`src/gpio_pin_regs.svh`:
```
// Register indices, field positions, reset values and mode codes of the pin bank.
// Assumes a 32-bit bus where each register takes the word at byte address index * 4.
`ifndef GPIO_PIN_REGS_SVH
`define GPIO_PIN_REGS_SVH

`define PIN3_CTRL_INDEX 8'h1f
`define PAIR56_CTRL_INDEX 8'h20
`define PAIR78_CTRL_INDEX 8'h21
`define PORT_CTRL_INDEX 8'h24
`define PIN_STATUS_INDEX 8'h25

`define PIN3_CTRL_RESET 8'h00
`define ALT_PIN3_CTRL_RESET 8'h03
`define PAIR_CTRL_RESET 8'h00
`define PORT_CTRL_RESET 8'h00

`define FLD_VALUE 3
`define FLD_REMOTE 2
`define FLD_DIR 1
`define FLD_EN 0
`define PORT_SEL_BIT 0
`define PIN_COUNT 5
`define HIGH_PIN_LSB 4

`define CODE_FUNCTIONAL 2'b00
`define CODE_GPIO_OUT 2'b01
`define CODE_TRISTATE 2'b10
`define CODE_GPIO_IN 2'b11

`endif

```
`src/gpio_pin_pkg.sv`:
```
// Types shared by the pin configuration bank.
// Assumes nothing beyond a SystemVerilog compiler.
package gpio_pin_pkg;

   typedef enum logic [1:0] {
      mode_functional,
      mode_gpio_out,
      mode_tristate,
      mode_gpio_in
   } pin_mode_e;

   typedef logic [3:0] pin_cfg_t;

endpackage

```
`src/gpio_pin_config_bank.sv`:
```
// Pin configuration bank for general-purpose pins 3, 5, 6, 7 and 8, primary and alternate sets.
// Assumes one AHB-Lite master, synchronous pin inputs and a single clock hclk.
//
// Overview of operation
// - In GPIO mode with output direction and remote control off, a pin drives its local value.
// - With remote control set, a pin is forced to output and drives the remote serializer value.
// - With remote control clear, remote values are ignored and only local settings count.
// - Direction-enable code 00 selects the normal function as output and 10 floats the pin.
// - Code 01 selects GPIO output and code 11 selects GPIO input.
// - The pin 5/6 register holds pin 6 in bits 7..4 and pin 5 in bits 3..0, reset to zero.
// - The pin 7/8 register holds pin 8 in bits 7..4, pin 7 in bits 3..1 and a reserved bit 0.
// - Pin 3 direction is bit 1 and enable bit 0, resetting to 0 locally and to 1 for the alternate.
// - With the second-port select set, the registers reach the alternate pin set instead.

`timescale 1ns/1ps
`default_nettype none

`include "gpio_pin_regs.svh"

// ****************************************************************
// Per-pin drive decision
// ****************************************************************

module gpio_pin_cell (
   input wire logic hclk, // Bus clock.
   input wire logic hresetn, // Asynchronous reset, active low.
   input wire gpio_pin_pkg::pin_cfg_t cfg, // Value, remote, direction, enable.
   input wire logic func_value, // Normal function output value.
   input wire logic remote_value, // Value mirrored from the remote serializer.
   output logic pin_out, // Registered pin output level.
   output logic pin_oe // Registered pin output enable.
);

   gpio_pin_pkg::pin_mode_e mode;
   logic next_out;
   logic next_oe;

   always_comb begin
      unique case ({cfg[`FLD_DIR], cfg[`FLD_EN]})
         `CODE_FUNCTIONAL: mode = gpio_pin_pkg::mode_functional;
         `CODE_TRISTATE: mode = gpio_pin_pkg::mode_tristate;
         `CODE_GPIO_OUT: mode = gpio_pin_pkg::mode_gpio_out;
         `CODE_GPIO_IN: mode = gpio_pin_pkg::mode_gpio_in;
      endcase
   end

   always_comb begin
      next_out = 1'b0;
      next_oe = 1'b0;
      if (cfg[`FLD_REMOTE]) begin
         // Remote control overrides direction and enable.
         next_out = remote_value;
         next_oe = 1'b1;
      end else begin
         // Remote value is not looked at on this path.
         unique case (mode)
            gpio_pin_pkg::mode_functional: begin
               next_out = func_value;
               next_oe = 1'b1;
            end
            gpio_pin_pkg::mode_gpio_out: begin
               next_out = cfg[`FLD_VALUE];
               next_oe = 1'b1;
            end
            gpio_pin_pkg::mode_tristate: begin
               next_oe = 1'b0;
            end
            gpio_pin_pkg::mode_gpio_in: begin
               next_oe = 1'b0;
            end
         endcase
      end
   end

   always_ff @(posedge hclk or negedge hresetn) begin
      if (!hresetn) begin
         pin_out <= 1'b0;
         pin_oe <= 1'b0;
      end else begin
         pin_out <= next_out;
         pin_oe <= next_oe;
      end
   end

endmodule

// ****************************************************************
// Register bank and pin sets
// ****************************************************************

module gpio_pin_config_bank (
   input wire logic hclk, // Bus clock, 50 MHz.
   input wire logic hresetn, // Asynchronous reset, active low.
   input wire logic hsel, // Slave select.
   input wire logic [31:0] haddr, // Byte address.
   input wire logic [1:0] htrans, // Transfer type.
   input wire logic hwrite, // Write when high.
   input wire logic [2:0] hsize, // Transfer size, word only.
   input wire logic [31:0] hwdata, // Write data.
   input wire logic hready, // Bus ready.
   output logic hreadyout, // Slave ready.
   output logic hresp, // Response, always OKAY.
   output logic [31:0] hrdata, // Read data.
   input wire logic [4:0] func_value, // Normal function values, primary set.
   input wire logic [4:0] alt_func_value, // Normal function values, alternate set.
   input wire logic [4:0] remote_value, // Values mirrored from the serializer.
   input wire logic [4:0] pin_in, // Primary pin levels.
   output logic [4:0] pin_out, // Primary pin output levels.
   output logic [4:0] pin_oe, // Primary pin output enables.
   input wire logic [4:0] alt_pin_in, // Alternate pin levels.
   output logic [4:0] alt_pin_out, // Alternate pin output levels.
   output logic [4:0] alt_pin_oe // Alternate pin output enables.
);

   logic [7:0] pin3_ctrl [2];
   logic [7:0] pin_pair_5_6_control [2];
   logic [7:0] pin_pair_7_8_control [2];
   logic [7:0] port_ctrl;
   logic second_port_select;
   logic bank;
   logic addr_ok;
   logic [7:0] addr_index;
   logic accept;
   logic wr_pending;
   logic [7:0] wr_index;
   logic [7:0] read_byte;
   logic [4:0] status_bits;
   gpio_pin_pkg::pin_cfg_t cfg [2][`PIN_COUNT];
   logic [4:0] func_set [2];
   logic [4:0] out_set [2];
   logic [4:0] oe_set [2];

   // ****************************************************************
   // Bus slave
   // ****************************************************************

   // Every transfer completes with no wait state.
   assign hreadyout = 1'b1;
   assign hresp = 1'b0;

   assign second_port_select = port_ctrl[`PORT_SEL_BIT];
   assign bank = second_port_select;
   assign addr_index = haddr[9:2];
   assign addr_ok = (haddr[31:10] == 22'h000000) && (haddr[1:0] == 2'b00);
   assign accept = hsel && hready && htrans[1];

   always_ff @(posedge hclk or negedge hresetn) begin
      if (!hresetn) begin
         wr_pending <= 1'b0;
         wr_index <= 8'h00;
      end else begin
         wr_pending <= accept && hwrite && addr_ok;
         wr_index <= addr_index;
      end
   end

   // ****************************************************************
   // Configuration registers
   // ****************************************************************

   always_ff @(posedge hclk or negedge hresetn) begin
      if (!hresetn) begin
         pin3_ctrl[0] <= `PIN3_CTRL_RESET;
         pin3_ctrl[1] <= `ALT_PIN3_CTRL_RESET;
      end else if (wr_pending && wr_index == `PIN3_CTRL_INDEX) begin
         pin3_ctrl[bank] <= hwdata[7:0];
      end
   end

   always_ff @(posedge hclk or negedge hresetn) begin
      if (!hresetn) begin
         pin_pair_5_6_control[0] <= `PAIR_CTRL_RESET;
         pin_pair_5_6_control[1] <= `PAIR_CTRL_RESET;
      end else if (wr_pending && wr_index == `PAIR56_CTRL_INDEX) begin
         pin_pair_5_6_control[bank] <= hwdata[7:0];
      end
   end

   always_ff @(posedge hclk or negedge hresetn) begin
      if (!hresetn) begin
         pin_pair_7_8_control[0] <= `PAIR_CTRL_RESET;
         pin_pair_7_8_control[1] <= `PAIR_CTRL_RESET;
      end else if (wr_pending && wr_index == `PAIR78_CTRL_INDEX) begin
         pin_pair_7_8_control[bank] <= hwdata[7:0];
      end
   end

   always_ff @(posedge hclk or negedge hresetn) begin
      if (!hresetn) begin
         port_ctrl <= `PORT_CTRL_RESET;
      end else if (wr_pending && wr_index == `PORT_CTRL_INDEX) begin
         port_ctrl <= {7'h00, hwdata[`PORT_SEL_BIT]};
      end
   end

   // ****************************************************************
   // Read path
   // ****************************************************************

   assign status_bits = second_port_select ? alt_pin_in : pin_in;

   always_comb begin
      read_byte = 8'h00;
      if (addr_ok) begin
         case (addr_index)
            `PIN3_CTRL_INDEX: read_byte = pin3_ctrl[bank];
            `PAIR56_CTRL_INDEX: read_byte = pin_pair_5_6_control[bank];
            `PAIR78_CTRL_INDEX: read_byte = pin_pair_7_8_control[bank];
            `PORT_CTRL_INDEX: read_byte = port_ctrl;
            `PIN_STATUS_INDEX: read_byte = {3'h0, status_bits};
            default: read_byte = 8'h00;
         endcase
      end
   end

   // Read data is captured at the address phase and stands through the data phase.
   always_ff @(posedge hclk or negedge hresetn) begin
      if (!hresetn) begin
         hrdata <= 32'h00000000;
      end else if (accept && !hwrite) begin
         hrdata <= {24'h000000, read_byte};
      end
   end

   // ****************************************************************
   // Named fields of the primary copy and of the alternate pin 3
   // ****************************************************************

   logic pin3_direction;
   logic pin3_enable;
   logic alt_pin3_direction;
   logic alt_pin3_enable;
   logic pin5_local_value;
   logic pin5_remote_ctrl;
   logic pin5_direction;
   logic pin5_enable;
   logic pin6_local_value;
   logic pin6_remote_ctrl;
   logic pin6_direction;
   logic pin6_enable;
   logic pin7_local_value;
   logic pin7_remote_ctrl;
   logic pin7_direction;
   logic pin8_local_value;
   logic pin8_remote_ctrl;
   logic pin8_direction;
   logic pin8_enable;

   assign pin3_direction = pin3_ctrl[0][`FLD_DIR];
   assign pin3_enable = pin3_ctrl[0][`FLD_EN];
   assign alt_pin3_direction = pin3_ctrl[1][`FLD_DIR];
   assign alt_pin3_enable = pin3_ctrl[1][`FLD_EN];
   assign pin5_local_value = pin_pair_5_6_control[0][`FLD_VALUE];
   assign pin5_remote_ctrl = pin_pair_5_6_control[0][`FLD_REMOTE];
   assign pin5_direction = pin_pair_5_6_control[0][`FLD_DIR];
   assign pin5_enable = pin_pair_5_6_control[0][`FLD_EN];
   assign pin6_local_value = pin_pair_5_6_control[0][`HIGH_PIN_LSB + `FLD_VALUE];
   assign pin6_remote_ctrl = pin_pair_5_6_control[0][`HIGH_PIN_LSB + `FLD_REMOTE];
   assign pin6_direction = pin_pair_5_6_control[0][`HIGH_PIN_LSB + `FLD_DIR];
   assign pin6_enable = pin_pair_5_6_control[0][`HIGH_PIN_LSB + `FLD_EN];
   assign pin7_local_value = pin_pair_7_8_control[0][`FLD_VALUE];
   assign pin7_remote_ctrl = pin_pair_7_8_control[0][`FLD_REMOTE];
   assign pin7_direction = pin_pair_7_8_control[0][`FLD_DIR];
   assign pin8_local_value = pin_pair_7_8_control[0][`HIGH_PIN_LSB + `FLD_VALUE];
   assign pin8_remote_ctrl = pin_pair_7_8_control[0][`HIGH_PIN_LSB + `FLD_REMOTE];
   assign pin8_direction = pin_pair_7_8_control[0][`HIGH_PIN_LSB + `FLD_DIR];
   assign pin8_enable = pin_pair_7_8_control[0][`HIGH_PIN_LSB + `FLD_EN];

   // ****************************************************************
   // Field unpacking
   // ****************************************************************

   // Pin 7 has no enable field, so it always sits in GPIO mode.
   always_comb begin
      cfg[0][0] = {pin3_ctrl[0][`FLD_VALUE:`FLD_REMOTE], pin3_direction, pin3_enable};
      cfg[0][1] = {pin5_local_value, pin5_remote_ctrl, pin5_direction, pin5_enable};
      cfg[0][2] = {pin6_local_value, pin6_remote_ctrl, pin6_direction, pin6_enable};
      cfg[0][3] = {pin7_local_value, pin7_remote_ctrl, pin7_direction, 1'b1};
      cfg[0][4] = {pin8_local_value, pin8_remote_ctrl, pin8_direction, pin8_enable};
      cfg[1][0] = {pin3_ctrl[1][`FLD_VALUE:`FLD_REMOTE], alt_pin3_direction, alt_pin3_enable};
      cfg[1][1] = pin_pair_5_6_control[1][3:0];
      cfg[1][2] = pin_pair_5_6_control[1][7:4];
      cfg[1][3] = {pin_pair_7_8_control[1][3:1], 1'b1};
      cfg[1][4] = pin_pair_7_8_control[1][7:4];
   end

   assign func_set[0] = func_value;
   assign func_set[1] = alt_func_value;

   // ****************************************************************
   // Pin cells
   // ****************************************************************

   for (genvar b = 0; b < 2; b++) begin : g_set
      for (genvar p = 0; p < `PIN_COUNT; p++) begin : g_pin
         gpio_pin_cell u_cell (
            .hclk(hclk),
            .hresetn(hresetn),
            .cfg(cfg[b][p]),
            .func_value(func_set[b][p]),
            .remote_value(remote_value[p]),
            .pin_out(out_set[b][p]),
            .pin_oe(oe_set[b][p])
         );
      end
   end

   assign pin_out = out_set[0];
   assign pin_oe = oe_set[0];
   assign alt_pin_out = out_set[1];
   assign alt_pin_oe = oe_set[1];

endmodule

`default_nettype wire

```
`config.mk`:
```
export PLATFORM = sky130hd
export DESIGN_NAME = gpio_pin_config_bank
export DESIGN_NICKNAME = d
export VERILOG_FILES = /design/src/gpio_pin_pkg.sv /design/src/gpio_pin_config_bank.sv
export VERILOG_INCLUDE_DIRS = /design/src /design/src/src
export SDC_FILE = /design/constraint.sdc
export NUM_CORES = 1
export LEC_CHECK = 0
export CAP_MARGIN = 10
export CORE_MARGIN = 8
export CORE_UTILIZATION = 30
export DETAILED_ROUTE_END_ITERATION = 12
export DONT_BUFFER_PORTS = 1
export PLACE_DENSITY = 0.5
export SYNTH_ARGS = -nofsm -noshare
export SYNTH_HDL_FRONTEND = slang
export SYNTH_SLANG_ARGS = --single-unit
```
`constraint.sdc`:
```
create_clock -name hclk -period 6.1 [get_ports hclk]
set_clock_uncertainty 0.2 [all_clocks]
set_input_delay 1.22 -clock hclk [delete_from_list [all_inputs] [get_ports hclk]]
set_output_delay 1.22 -clock hclk [all_outputs]
set_load 0.02 [all_outputs]
```
==> results.py <==
metrics = {
    "floorplan": {
        "rows": 43,
        "chipWidth_um": 133,
        "die_h_um": 133,
        "io_pins": 153,
        "die_area_sq_um": 17700,
        "initial_utilization": 0.301,
        "core_area_sq_um": 13700,
    },
    "global_route": {
        "grt.total_usage": 0.113,
        "antenna_found_initial": 0,
        "grt_pass1_wl_um": 15400,
        "first_global_vias": 2582,
        "grt-ovfl-total": 0,
        "grt_max_degree": 87,
    },
    "synthesis": {
        "synth_top_area_share": 0.511,
        "ys_warn_count": 0,
        "syn_inst": 339,
        "syn_area_per_cell_sq_um": 12.1,
        "synth_area_leaders": "dfrtp_1 51%, mux2_2 14%, buf_4 8.4%",
        "ys_seq_area_frac": 0.523,
        "ys_types": 36,
        "synth_seq_cells": 86,
        "syn-cell-area_sq_um": 4120,
        "synth_top_area_cell": "dfrtp_1",
    },
    "sta": {
        "slew_headroom": 0.499,
        "tns_ns": 0,
        "finalMaxSlewViolations": 0,
        "tightest_slew_ns": 0.745,
        "fin_crit_ns": 2.88,
        "report.final.hold_viol_count": 0,
        "setup_viol": 0,
        "fin_crit_sh": 0.472,
        "rsz0062_at_grt": "false",
        "fmax_mhz": 347,
    },
    "worst_setup_path": {
        "crit_required_ns": 6.15,
        "path_class": "primary input to register",
        "start_kind": "primary input",
        "critPathCaptureType": "register",
        "slowest_delay_ns": 0.68,
        "crit_arrival_ns": 2.93,
        "r2r_setup_slack_ns": 3.83,
        "crit_buf_inv": 0,
        "cp_top_family": "simple AND/OR/NAND/NOR gates",
        "path_cells": "or4b_1 > or3_1 > nor3_1 > a211oi_1 > o21ai_1",
        "cp_slowest_cell": "or4b_1",
        "critPathMaxFanout": 7,
    },
    "detailed_routing": {
        "drc": 0,
        "ant_nets": 0,
        "via_per_inst": 4.84,
        "vias": 2443,
        "drt_iter0_drc": 115,
        "firstDrtPassIters": 4,
        "routed_wl_um": 9870,
        "wl_per_cell_um": 19.5,
    },
    "clock_tree": {
        "cts_buffers": 9,
        "cts.sink_count": 86,
        "cts_tree": "built",
        "cts_root_buf": "clkbuf_16",
        "cts_setup_buffers": 0,
        "ctsResizeCount": 0,
        "cts_buffer_depth": 2,
        "clk_pin_slew_worst_paths_ns": 0.06,
        "clk_latency_ns": 0.33,
        "htree_levels": 3,
        "holdBufCountCts": 0,
    },
    "final_layout": {
        "diodes": 0,
        "area_growth_pct": 6.38,
        "regArea_sq_um": 2150,
        "fillers": 1389,
        "nNetsFinal": 419,
        "multiInputGateArea_sq_um": 1660,
        "drive_gt1_frac": 0.222,
    },
    "place": {
        "dp.final_hpwl_um": 7480,
        "port_buffers": 0,
        "gp_congestion": 0.761,
    },
    "pwr": {
        "power_density_nw_per_um2": 285,
        "leakage_nw": 1.76,
        "switching_power_mw": 0.267,
        "p_int_mw": 0.980,
        "swShare": 0.214,
        "p_clk_frac": 0.470,
        "power.total_mw": 1.25,
        "pwr-share-comb": 0.037,
        "ir_drop_v": 0.000158,
        "pwr-share-seq": 0.492,
    },
    "run_status": {
        "run_status": "finished, final reports clean",
    },
    "hold_path": {
        "hp-class": "register to register",
    },
    "run": {
        "timing.max_cap.violations": 0,
    },
}
==> state kept, by name (all words and copies together), names as in the netlist <==
name and cells:
cfg 36, g_set.g_pin.u_cell.pin_oe 10, g_set.g_pin.u_cell.pin_out 10, hrdata 8, pin3_ctrl 8, wr_index 8, pin_pair_7_8_control 2, alt_pin3_direction 1
alt_pin3_enable 1, port_ctrl 1, wr_pending 1
==> layout make-up <==
type                            count  area share
Sequential cell                    86       0.492
Multi-Input combinational cell    220       0.379
Clock buffer                       11      0.0554
Tap cell                          180      0.0514
Clock inverter                      5      0.0189
Timing Repair Buffer                1     0.00171
Inverter                            2     0.00171
==> power groups by stage <==
stage / clock (mW) / sequential [mW] / combinational, mW
after floorplan: 0 / 0.611 / 0.0717
after global placement: 0 / 0.625 / 0.0455
after detailed placement: 0 / 0.625 / 0.0463
after CTS: 0.602 / 0.615 / 0.0463
after global routing: 0.630 / 0.617 / 0.0506
final: 0.586 / 0.614 / 0.0464
==> Yosys cell counts <==
cell      count
nor2b_1       2
nand4_1       3
o21ai_1       5
buf_2         4
and3_1        2
buf_4        46
and2_1        1
dfstp_2       2
o31ai_1       8
mux4_2        2
or2_2         1
or3_1         1
clkbuf_2      1
nor4_1        7
o31a_1        1
nand2b_1     14
o22ai_1       8
and4b_1       1
clkbuf_1      2
nor3_1        8
conb_1        2
o211ai_1      1
a211oi_1      3
buf_1         2
mux2i_1      29
o21ai_0       7
dfrtp_1      84
nand3_1       2
mux2_2       51
nand2_1      23
inv_1         2
a22oi_1       5
nand4b_1      1
nor4b_1       4
nor2_1        3
or4b_1        1
==> cell usage in the layout (no fill, tap or decap), drive strengths merged, types with 8 or more instances in the layout <==
cell    Yosys  final
dfrtp      84     84
nand2      23     23
o31ai       8      8
conb        2     26
o21ai      12     12
clkbuf      3     11
mux2       51     51
o22ai       8      8
nor3        8      8
nand2b     14     14
mux2i      29     29
==> routing by layer <==
metal,up-vias,track usage,part of all wire
met5,-,0,0
met4,0,0.0274,0.0098
met3,14,0.0561,0.090
met2,75,0.187,0.50
met1,1241,0.129,0.40
li1,1113,-,-
==> worst paths after layout <==
| path | cells past startpoint | end | start |
|---|---|---|---|
| min in group asynchronous | 0 | cfg[10] | hresetn |
| worst max-delay path | 5 | hrdata[5] | haddr[3] |
| worst min-delay path | 1 | g_set[1].g_pin[0].u_cell.pin_oe | alt_pin3_direction |
| worst max register to register | 3 | cfg[3] | wr_index[1] |
| max in group asynchronous | 0 | alt_pin3_direction | hresetn |
| worst min register to register | 1 | g_set[1].g_pin[0].u_cell.pin_oe | alt_pin3_direction |
==> cells by family after synthesis <==
logic type	share of synthesized area
other	0.00182
DFF	0.523
and+or+nand+nor	0.0985
buffers and inverters	0.0954
muxes	0.221
AOI/OAI and AO/OA	0.0599
==> through the flow <==
| stage | utilization | cells | hold WS (ns) | setup slack (ns) | area [sq um] |
|---|---|---|---|---|---|
| 2_1_floorplan | - | 363 | 0.240 | 3.14 | 4210 |
| 3_3_place_gp | 0.297 | 489 | 0.265 | 2.90 | 4050 |
| 3_5_place_dp | 0.297 | 489 | 0.274 | 2.88 | 4050 |
| 4_1_cts | 0.320 | 505 | 0.292 | 3.23 | 4380 |
| 5_1_grt | 0.320 | 505 | 0.302 | 3.02 | 4380 |
| 6_report | 0.320 | 505 | 0.281 | 3.22 | 4380 |
Note: power is estimated with default switching activity, not from simulation.
